### src/include/cpu_bus_pkg.sv
// constants, types and register map of the local bus pin front end
// Summary of operation
// - dma requests active high, level, synchronised
// - non-maskable input taken as vector type two
// - nmi rise latched, served at instruction boundary
// - nothing in software masks the nmi
// - maskable request inputs active high, synchronised
// - pins two and three may be ack outputs
// - each maskable input edge or level selectable
// - first state drives upper four address bits
// - later states top status shows cycle origin
// - later states lower three status pins low
// - middle address byte valid whole cycle
// - low byte address first, then data
// - address and data pins float in hold/reset
// - compatible mode keeps refresh indicator high
// - enhanced mode drives refresh low on refresh
// - refresh indicator floats in hold or reset
// - enhanced only if strap high then low later
package cpu_bus_pkg;

  // apb register byte offsets
  localparam logic [7:0] OFS_CONFIG    = 8'h00; // edge select and ack mode
  localparam logic [7:0] OFS_BUS_ADDR  = 8'h04; // 20-bit cycle address
  localparam logic [7:0] OFS_BUS_WDATA = 8'h08; // byte to write
  localparam logic [7:0] OFS_BUS_CMD   = 8'h0c; // start and cycle kind
  localparam logic [7:0] OFS_STATUS    = 8'h10; // live pin and block state
  localparam logic [7:0] OFS_BUS_RDATA = 8'h14; // byte read by last cycle
  localparam logic [7:0] OFS_INT_ACK   = 8'h18; // acknowledge interrupts

  // bus command field positions
  localparam int CMD_START   = 0;
  localparam int CMD_WRITE   = 1;
  localparam int CMD_DMA     = 2;
  localparam int CMD_REFRESH = 3;

  // config field positions
  localparam int CFG_EDGE_LSB = 0; // four edge-select bits
  localparam int CFG_ACK_LSB  = 4; // two ack-mode bits

  // reset values of software state
  localparam logic [3:0] EDGE_SEL_RST = 4'h0; // all level sensitive
  localparam logic [1:0] ACK_MODE_RST = 2'h0; // all pins are requests

  // vector type raised by the non-maskable input
  localparam logic [7:0] NMI_VECTOR_TYPE = 8'h02;

  // processor clock output is pclk divided by this
  localparam int PROCESSOR_CLOCK_OUTPUT_DIV = 2;
  // strap is checked again this many clock output periods after release
  localparam int STRAP_DELAY_PROCESSOR_CLOCK_OUTPUT = 4;
  localparam int STRAP_DELAY_PCLK   = STRAP_DELAY_PROCESSOR_CLOCK_OUTPUT * PROCESSOR_CLOCK_OUTPUT_DIV;
  localparam logic [3:0] STRAP_CNT_LAST = 4'(STRAP_DELAY_PCLK - 1);

  // bus states of one local bus cycle
  typedef enum logic [2:0] {
    ST_IDLE = 3'b000,
    ST_T1   = 3'b001,
    ST_T2   = 3'b010,
    ST_T3   = 3'b011,
    ST_TW   = 3'b100,
    ST_T4   = 3'b101
  } bus_state_t;

  // bus pin group driven by the block
  typedef struct packed {
    logic [3:0] addr_status;  // upper address / status pins
    logic [7:0] addr_mid;     // dedicated middle address byte
    logic [7:0] ad_out;       // multiplexed low byte, output value
    logic       addr_oe_n;    // enable of upper and middle pins, low drives
    logic       ad_oe_n;      // enable of multiplexed pins, low drives
    logic       refresh;      // refresh indicator value
    logic       refresh_oe_n; // enable of refresh indicator, low drives
  } bus_pins_t;

  localparam bus_pins_t PINS_RST = '{4'h0, 8'h00, 8'h00, 1'b1, 1'b1, 1'b1, 1'b1};

endpackage : cpu_bus_pkg

### src/hw/cpu_bus_pin_front_end.sv
// pin front end of the local bus, request inputs and apb control port
module cpu_bus_pin_front_end (
  input  wire logic                  pclk,
  input  wire logic                  presetn,
  // apb slave
  input  wire logic                  psel,
  input  wire logic                  penable,
  input  wire logic                  pwrite,
  input  wire logic [7:0]            paddr,
  input  wire logic [31:0]           pwdata,
  output logic [31:0]                prdata,
  output logic                       pready,
  output logic                       pslverr,
  // local bus pins
  output logic                       processor_clock_output,
  output cpu_bus_pkg::bus_pins_t     bus_pins,
  input  wire logic [7:0]            multiplexed_addr_data_low_byte_in,
  input  wire logic                  bus_ready,
  input  wire logic                  hold_request,
  output logic                       hold_granted,
  input  wire logic                  mode_strap,
  // request inputs
  input  wire logic                  dma_request_channel_zero,
  input  wire logic                  dma_request_channel_one,
  input  wire logic                  nmi_input,
  input  wire logic                  interrupt_request_zero,
  input  wire logic                  interrupt_request_one,
  input  wire logic                  interrupt_request_two_or_ack_zero_in,
  output logic                       interrupt_request_two_or_ack_zero_out,
  output logic                       interrupt_request_two_or_ack_zero_oe_n,
  input  wire logic                  interrupt_request_three_or_ack_one_in,
  output logic                       interrupt_request_three_or_ack_one_out,
  output logic                       interrupt_request_three_or_ack_one_oe_n,
  // towards the processor core
  input  wire logic                  instruction_boundary,
  output logic [1:0]                 dma_request_sync,
  output logic [3:0]                 interrupt_pending,
  output logic                       nmi_take,
  output logic [7:0]                 nmi_vector,
  output logic                       enhanced_mode
);
  import cpu_bus_pkg::*;

  // whole state of the block
  typedef struct packed {
    logic        clk_div;     // processor clock output level
    bus_state_t  bus_st;      // current bus state
    logic [19:0] addr;        // address of the cycle
    logic [7:0]  wdata;       // byte to write
    logic        cmd_write;   // cycle writes
    logic        cmd_dma;     // cycle started for dma
    logic        cmd_refresh; // cycle is a refresh
    logic        start_pend;  // cycle waits for the next tick
    logic [7:0]  rdata;       // byte captured in fourth state
    logic        hold_gnt;    // bus handed over
    logic [3:0]  edge_sel;    // 1 edge, 0 level per input
    logic [1:0]  ack_mode;    // pins two and three as ack outputs
    logic [1:0]  dma_s1;      // dma synchroniser first stage
    logic [1:0]  dma_s2;      // dma synchroniser second stage
    logic [3:0]  int_s1;      // interrupt synchroniser first stage
    logic [3:0]  int_s2;      // interrupt synchroniser second stage
    logic [3:0]  int_d;       // delayed copy for edge detection
    logic [3:0]  int_pend;    // pending maskable requests
    logic [1:0]  ack_n;       // ack output levels, active low
    logic        nmi_s1;      // nmi synchroniser first stage
    logic        nmi_s2;      // nmi synchroniser second stage
    logic        nmi_d;       // delayed copy for edge detection
    logic        nmi_pend;    // latched nmi rise
    logic        nmi_take;    // one-cycle service pulse
    logic        strap_first; // strap level at reset release
    logic [3:0]  strap_cnt;   // cycles since release
    logic        strap_done;  // mode has been decided
    logic        enhanced;    // enhanced mode selected
    logic [31:0] prdata;      // apb read data
    logic        perr;        // apb error for the access phase
    bus_pins_t   pins;        // registered pin group
  } state_t;

  // reset state: ack outputs idle high, pins floated, the rest zero
  localparam state_t STATE_RST = '{bus_st: ST_IDLE, edge_sel: EDGE_SEL_RST, ack_mode: ACK_MODE_RST,
                                   ack_n: 2'h3, pins: PINS_RST, default: '0};

  // true for a known register offset
  function automatic logic addr_mapped(input logic [7:0] a);
    addr_mapped = (a == OFS_CONFIG) || (a == OFS_BUS_ADDR) || (a == OFS_BUS_WDATA) ||
                  (a == OFS_BUS_CMD) || (a == OFS_STATUS) || (a == OFS_BUS_RDATA) ||
                  (a == OFS_INT_ACK);
  endfunction : addr_mapped

  // true while a cycle occupies the bus (first to fourth state)
  function automatic logic in_cycle(input bus_state_t s);
    in_cycle = (s != ST_IDLE);
  endfunction : in_cycle

  state_t s_r;   // registered state
  state_t s_nxt; // next state

  logic       tick;     // one pclk per clock output period
  logic       wr_acc;   // apb write in its access phase
  logic       rd_setup; // apb read in its setup phase
  logic       busy;     // bus cycle running or queued
  logic [3:0] int_raw;  // request pin levels
  logic [3:0] int_rise; // synchronised rising edges
  logic [3:0] ack_wr;   // acknowledge bits written this cycle

  // next-state logic of the whole block
  always_comb begin
    s_nxt    = s_r;
    tick     = s_r.clk_div;
    wr_acc   = psel && penable && pwrite;
    rd_setup = psel && !penable && !pwrite;
    busy     = in_cycle(s_r.bus_st) || s_r.start_pend;
    int_raw  = {interrupt_request_three_or_ack_one_in, interrupt_request_two_or_ack_zero_in,
                interrupt_request_one, interrupt_request_zero};
    int_rise = s_r.int_s2 & ~s_r.int_d;
    ack_wr   = (wr_acc && paddr == OFS_INT_ACK) ? pwdata[3:0] : 4'h0;

    // clock output divider
    s_nxt.clk_div = ~s_r.clk_div;

    // mode strap: first level at release, second after the delay
    if (!s_r.strap_done) begin
      if (s_r.strap_cnt == 4'h0) begin
        s_nxt.strap_first = mode_strap;
      end
      if (s_r.strap_cnt == STRAP_CNT_LAST) begin
        s_nxt.enhanced   = s_r.strap_first && !mode_strap;
        s_nxt.strap_done = 1'b1;
      end else begin
        s_nxt.strap_cnt = s_r.strap_cnt + 4'h1;
      end
    end

    // dma request synchronisers
    s_nxt.dma_s1 = {dma_request_channel_one, dma_request_channel_zero};
    s_nxt.dma_s2 = s_r.dma_s1;

    // maskable request synchronisers and pending flags
    s_nxt.int_s1 = int_raw;
    s_nxt.int_s2 = s_r.int_s1;
    s_nxt.int_d  = s_r.int_s2;
    for (int i = 0; i < 4; i++) begin
      if ((i == 2 && s_r.ack_mode[0]) || (i == 3 && s_r.ack_mode[1])) begin
        // pin works as an ack output, no request from it
        s_nxt.int_pend[i] = 1'b0;
      end else if (s_r.edge_sel[i]) begin
        // edge: latched rise, a new rise beats a clear
        s_nxt.int_pend[i] = int_rise[i] || (s_r.int_pend[i] && !ack_wr[i]);
      end else begin
        // level: follows the synchronised pin
        s_nxt.int_pend[i] = s_r.int_s2[i];
      end
    end

    // acknowledge pulses on pins two and three in ack mode
    for (int j = 0; j < 2; j++) begin
      s_nxt.ack_n[j] = !(s_r.ack_mode[j] && ack_wr[j+2]);
    end

    // nmi: synchronise, latch rise, serve at instruction boundary; no mask exists
    s_nxt.nmi_s1   = nmi_input;
    s_nxt.nmi_s2   = s_r.nmi_s1;
    s_nxt.nmi_d    = s_r.nmi_s2;
    s_nxt.nmi_take = instruction_boundary && s_r.nmi_pend;
    if (s_r.nmi_s2 && !s_r.nmi_d) begin
      s_nxt.nmi_pend = 1'b1;
    end else if (s_nxt.nmi_take) begin
      s_nxt.nmi_pend = 1'b0;
    end

    // apb writes
    if (wr_acc) begin
      case (paddr)
        OFS_CONFIG: begin
          s_nxt.edge_sel = pwdata[CFG_EDGE_LSB +: 4];
          s_nxt.ack_mode = pwdata[CFG_ACK_LSB +: 2];
        end
        OFS_BUS_ADDR: begin
          if (!busy) s_nxt.addr = pwdata[19:0];
        end
        OFS_BUS_WDATA: begin
          if (!busy) s_nxt.wdata = pwdata[7:0];
        end
        OFS_BUS_CMD: begin
          // a start while busy is ignored
          if (!busy && pwdata[CMD_START]) begin
            s_nxt.start_pend  = 1'b1;
            s_nxt.cmd_write   = pwdata[CMD_WRITE];
            s_nxt.cmd_dma     = pwdata[CMD_DMA];
            s_nxt.cmd_refresh = pwdata[CMD_REFRESH];
          end
        end
        default: begin
        end
      endcase
    end

    // bus state sequencer, one step per clock output period
    if (tick) begin
      case (s_r.bus_st)
        ST_IDLE: begin
          if (s_r.hold_gnt) begin
            s_nxt.hold_gnt = hold_request;
          end else if (hold_request) begin
            s_nxt.hold_gnt = 1'b1; // hold wins over a queued cycle
          end else if (s_r.start_pend) begin
            s_nxt.bus_st     = ST_T1;
            s_nxt.start_pend = 1'b0;
          end
        end
        ST_T1:   s_nxt.bus_st = ST_T2;
        ST_T2:   s_nxt.bus_st = ST_T3;
        ST_T3:   s_nxt.bus_st = bus_ready ? ST_T4 : ST_TW;
        ST_TW:   s_nxt.bus_st = bus_ready ? ST_T4 : ST_TW;
        ST_T4: begin
          if (!s_r.cmd_write) s_nxt.rdata = multiplexed_addr_data_low_byte_in;
          s_nxt.bus_st = ST_IDLE;
        end
        default: s_nxt.bus_st = ST_IDLE;
      endcase
    end

    // apb read data prepared in the setup phase
    if (psel && !penable) begin
      s_nxt.perr = !addr_mapped(paddr);
    end
    if (rd_setup) begin
      case (paddr)
        OFS_CONFIG:    s_nxt.prdata = {26'h0, s_r.ack_mode, s_r.edge_sel};
        OFS_BUS_ADDR:  s_nxt.prdata = {12'h000, s_r.addr};
        OFS_BUS_WDATA: s_nxt.prdata = {24'h000000, s_r.wdata};
        OFS_BUS_CMD:   s_nxt.prdata = {28'h0, s_r.cmd_refresh, s_r.cmd_dma, s_r.cmd_write, busy};
        OFS_STATUS:    s_nxt.prdata = {19'h0, s_r.bus_st, s_r.hold_gnt, busy, s_r.enhanced,
                                       s_r.nmi_pend, s_r.int_pend, s_r.dma_s2};
        OFS_BUS_RDATA: s_nxt.prdata = {24'h000000, s_r.rdata};
        default:       s_nxt.prdata = 32'h00000000;
      endcase
    end

    // pin group from the next state so pins change with the state
    s_nxt.pins.addr_oe_n    = s_nxt.hold_gnt;
    s_nxt.pins.refresh_oe_n = s_nxt.hold_gnt;
    s_nxt.pins.addr_mid     = s_nxt.addr[15:8];
    if (s_nxt.bus_st == ST_T1 || s_nxt.bus_st == ST_IDLE) begin
      s_nxt.pins.addr_status = s_nxt.addr[19:16];
      s_nxt.pins.ad_out      = s_nxt.addr[7:0];
      s_nxt.pins.ad_oe_n     = s_nxt.hold_gnt || (s_nxt.bus_st == ST_IDLE);
    end else begin
      s_nxt.pins.addr_status = {s_nxt.cmd_dma, 3'b000};
      s_nxt.pins.ad_out      = s_nxt.wdata;
      s_nxt.pins.ad_oe_n     = s_nxt.hold_gnt || !s_nxt.cmd_write;
    end
    // compatible mode: always high; enhanced: low through a refresh cycle
    s_nxt.pins.refresh = !(s_nxt.enhanced && s_nxt.cmd_refresh && in_cycle(s_nxt.bus_st));
  end

  // state register; reset floats every bus pin
  always_ff @(posedge pclk or negedge presetn) begin
    if (!presetn) begin
      s_r <= STATE_RST;
    end else begin
      s_r <= s_nxt;
    end
  end

  // outputs
  assign prdata                                  = s_r.prdata;
  assign pready                                  = 1'b1;
  assign pslverr                                 = psel && penable && s_r.perr;
  assign processor_clock_output                  = s_r.clk_div;
  assign bus_pins                                = s_r.pins;
  assign hold_granted                            = s_r.hold_gnt;
  assign interrupt_request_two_or_ack_zero_out   = s_r.ack_n[0];
  assign interrupt_request_two_or_ack_zero_oe_n  = !s_r.ack_mode[0];
  assign interrupt_request_three_or_ack_one_out  = s_r.ack_n[1];
  assign interrupt_request_three_or_ack_one_oe_n = !s_r.ack_mode[1];
  assign dma_request_sync                        = s_r.dma_s2;
  assign interrupt_pending                       = s_r.int_pend;
  assign nmi_take                                = s_r.nmi_take;
  assign nmi_vector                              = NMI_VECTOR_TYPE;
  assign enhanced_mode                           = s_r.enhanced;

endmodule : cpu_bus_pin_front_end

### config.mk
export PLATFORM = sky130hd
export DESIGN_NAME = cpu_bus_pin_front_end
export DESIGN_NICKNAME = d
export VERILOG_FILES = /design/src/include/cpu_bus_pkg.sv /design/src/hw/cpu_bus_pin_front_end.sv
export SDC_FILE = /design/constraint.sdc
export NUM_CORES = 1
export LEC_CHECK = 0
export BUFFER_PORTS_ARGS = -buffer_cell sky130_fd_sc_hd__buf_2
export CAP_MARGIN = 0
export CORE_ASPECT_RATIO = 0.7
export CORE_MARGIN = 2
export CORE_UTILIZATION = 50
export CTS_BUF_LIST = sky130_fd_sc_hd__clkbuf_8
export DETAILED_ROUTE_END_ITERATION = 8
export GPL_TIMING_DRIVEN = 0
export PLACE_DENSITY_LB_ADDON = 0.08
export REMOVE_ABC_BUFFERS = 1
export SLEW_MARGIN = 10
export SYNTH_ARGS = -nofsm -noshare
export SYNTH_HDL_FRONTEND = slang
export SYNTH_SLANG_ARGS = --single-unit
### constraint.sdc
create_clock -name pclk -period 2.1 [get_ports pclk]
set_input_delay 0.42 -clock pclk [delete_from_list [all_inputs] [get_ports pclk]]
set_output_delay 0.42 -clock pclk [all_outputs]
set_load 0.03 [all_outputs]
==> metrics.cfg <==
[placement]
gp_congestion = 0.775
hpwl_mm = 8.46
pre_cts_ws_ns = -1.12
io_buffers = 110

[global_routing]
grt_usage = 0.217
grt_pass1_wl_mm = 20.1
grt_max_degree = 70
overflow = 0
grt_pass1_vias = 3673
antenna_found_initial = 0

[finish]
layout_commonest_cell = dfrtp_1
insertedDiodeCount = 0
multi_input_area_um2 = 2070
postLayoutCoreUtil = 0.589
nets = 623
layout_common_cells = dfrtp_1 (113), buf_2 (111), nand2_1 (42)
seq_area_um2 = 3040
fill_cells = 959
areaGrowthSynthToFinish_pct = 14.5
drive_gt1_frac = 0.396

[setup_path]
crit_type = flop to flop
crit_slowest_cell = dfrtp_2
slowest_delay_ns = 0.50
crit_buf_inv = 3
r2r_setup_slack_ns = 0.1
cp_common_cell = buf_2
startpoint_type = flop
worstPathCellList = and2b_4 > a222oi_1 > buf_4 > buf_2 > buf_2 > o22a_1 > o21a_1
path_max_fanout = 12
cp.arrival_ns = 2.36
required_ns = 2.46
critPathTopFamily = compound AO/OA/AOI/OAI gates
end_kind = flop

[clock_network]
clock_latency_ns = 0.43
numClockSinks = 121
clock-root-buffer = clkbuf_8
cts_buffers = 17
cts_buffer_depth = 2
cts.htree.levels = 4
cts_tree = done
path_clk_slew_ns = 0.07

[timing]
fin_tns_setup_ns = 0
tightest_slew_ns = 0.742
slew_violations = 0
fin_ws_ns = 0.0994
max_slew_margin = 0.503
rsz0062_at_grt = no
finClkSkew_ns = 0.0114
final-hold-violation-count = 0
max_freq_ghz = 0.500
fin_crit_sh = 0.953
setup_viol_count_final = 0
min_period_ns = 2.00

[synthesis]
synth_ff_type = dfrtp_1
synth-edff-count = 0
ys_seq_area_frac = 0.534
synth_seq_cells = 121
yosysWarnings = 0
async_flop_share = 1.00
synth_area_um2 = 5680
avgSynthCellArea_um2 = 11.8
synth_cell_types = 67
netlist_instances = 482

[floorplan]
top_level_ports = 144
fp.dieW_um = 131
die_h_um = 93.2
num_rows = 32
core_area_um2 = 11100
initial_core_util = 0.514
die_area_um2 = 12200

[detailed_routing]
post_drt_wl_per_cell_um = 17.4
vias = 3761
wirelength_mm = 12.6
first_iter_violations = 236
drc = 0
first_pass_iters = 4
postRouteAntennaNets = 0
vias_per_cell = 5.20

[run_status]
status = complete, no violations

[pwr]
total_leakage_power_nw = 3.22
p_per_area_nw_per_um2 = 1030
vdd_drop_max_uv = 472
total_power_w = 0.00668

[run]
maxCapViolCount = 0

[worst_hold_path]
hold_path_class = input pin to flop

==> cell families (layout without fill, tap and decap cells) <==
| kind of cell | Yosys count | in the layout | synth area share |
|---|---|---|---|
| and+or+nand+nor | 113 | 114 | 0.116 |
| DFF | 121 | 121 | 0.534 |
| other | 2 | 21 | 0.00132 |
| AOI/OAI and AO/OA | 80 | 80 | 0.102 |
| xor gates and xnor gates | 2 | 2 | 0.00308 |
| buffers and inverters | 106 | 174 | 0.123 |
| muxes | 56 | 56 | 0.116 |
| adders and majority gates | 2 | 2 | 0.00440 |
==> cell usage after synthesis (2+ instances only) <==
cell type / count / area (µm²)
buf_4: 72 / 541
o21ai_1: 2 / 10.0
mux2_2: 39 / 439
nor3b_1: 2 / 15.0
a22o_1: 5 / 43.8
nor2b_1: 6 / 37.5
nor3_1: 3 / 15.0
nor4_4: 2 / 42.5
nand3b_1: 2 / 15.0
xnor2_1: 2 / 17.5
nand2_1: 42 / 158
inv_1: 15 / 56.3
nor2_1: 10 / 37.5
o22ai_1: 5 / 31.3
o22a_1: 4 / 35.0
a21oi_1: 7 / 35.0
buf_2: 5 / 25.0
a22oi_1: 8 / 60.1
dfstp_2: 5 / 131
dfrtp_1: 116 / 2900
and3_1: 5 / 31.3
mux2i_1: 6 / 60.1
a31oi_1: 2 / 12.5
mux2_1: 8 / 90.1
conb_1: 2 / 7.51
mux4_2: 3 / 67.6
nor4b_1: 3 / 26.3
a21o_1: 3 / 22.5
o21ai_0: 15 / 75.1
ha_1: 2 / 25.0
buf_6: 2 / 22.5
inv_2: 2 / 7.51
o22a_2: 4 / 40.0
nor4_1: 2 / 12.5
o21a_1: 8 / 60.1
nand4_1: 2 / 12.5
nand3_1: 16 / 80.1
a32o_1: 3 / 30.0
clkbuf_1: 9 / 33.8
and2_1: 6 / 37.5
==> layer usage <==
layer	global-route usage	routed length, µm	share of wire
met1	0.299	5710	0.45
met2	0.335	5750	0.46
met3	0.0526	917	0.073
met4	0.0806	192	0.015
met5	0	0	0
==> what timing repair did <==
| action | CTS | global route |
|---|---|---|
| buffers inserted | 3 | 7 |
| hold buffers | 1 | 0 |
| pin swaps | 4 | 2 |
| resized for setup | 7 | 2 |
| endpoints found under the hold margin | 50 | 0 |
| cloned | 1 | 0 |
| setup endpoints to repair | 40 | 38 |
==> metrics by stage <==
stage | hold slack, ns | cells | cell area (µm²)
final | 0.0928 | 723 | 6510
after global routing | 0.0755 | 723 | 6510
after CTS | 0.0681 | 716 | 6420
after detailed placement | 0.335 | 679 | 5910
after global placement | 0.333 | 675 | 5860
after floorplan | 0.124 | 412 | 5120
==> worst paths after layout <==
kind	to	startpoint	cells past startpoint
max	bus_pins[4]	s_r[140]	7
min	s_nxt[88]	dma_request_channel_one	1
max reg2reg	bus_pins[4]	s_r[140]	7
min reg2reg	s_nxt[78]	s_nxt[82]	0
max in group asynchronous	interrupt_request_two_or_ack_zero_out	presetn	3
min in group asynchronous	s_r[63]	presetn	2
==> registers in the layout, indices dropped and copies added (netlist names) <==
register	cells
s_r	55
bus_pins	22
prdata	20
s_nxt	12
interrupt_pending	4
dma_request_sync	2
enhanced_mode	1
hold_granted	1
interrupt_request_three_or_ack_one_out	1
interrupt_request_two_or_ack_zero_out	1
nmi_take	1
processor_clock_output	1
==> layout make-up <==
type,instances,share of cell area
clock buffer,19,0.0402
clock inverter,13,0.0237
inverter,17,0.00981
multi-input combinational,275,0.319
sequential,121,0.467
tap,153,0.0294
timing repair buffer,125,0.111
==> power breakdown <==
part	internal (W)	switching (W)	leakage, nW	total [W]
registers	0.00259	0.000197	1.54	0.00279
logic	0.000741	0.000989	1.46	0.00173
clock network	0.00123	0.000932	0.214	0.00216
No activity file was read; power rests on OpenSTA's default activity.
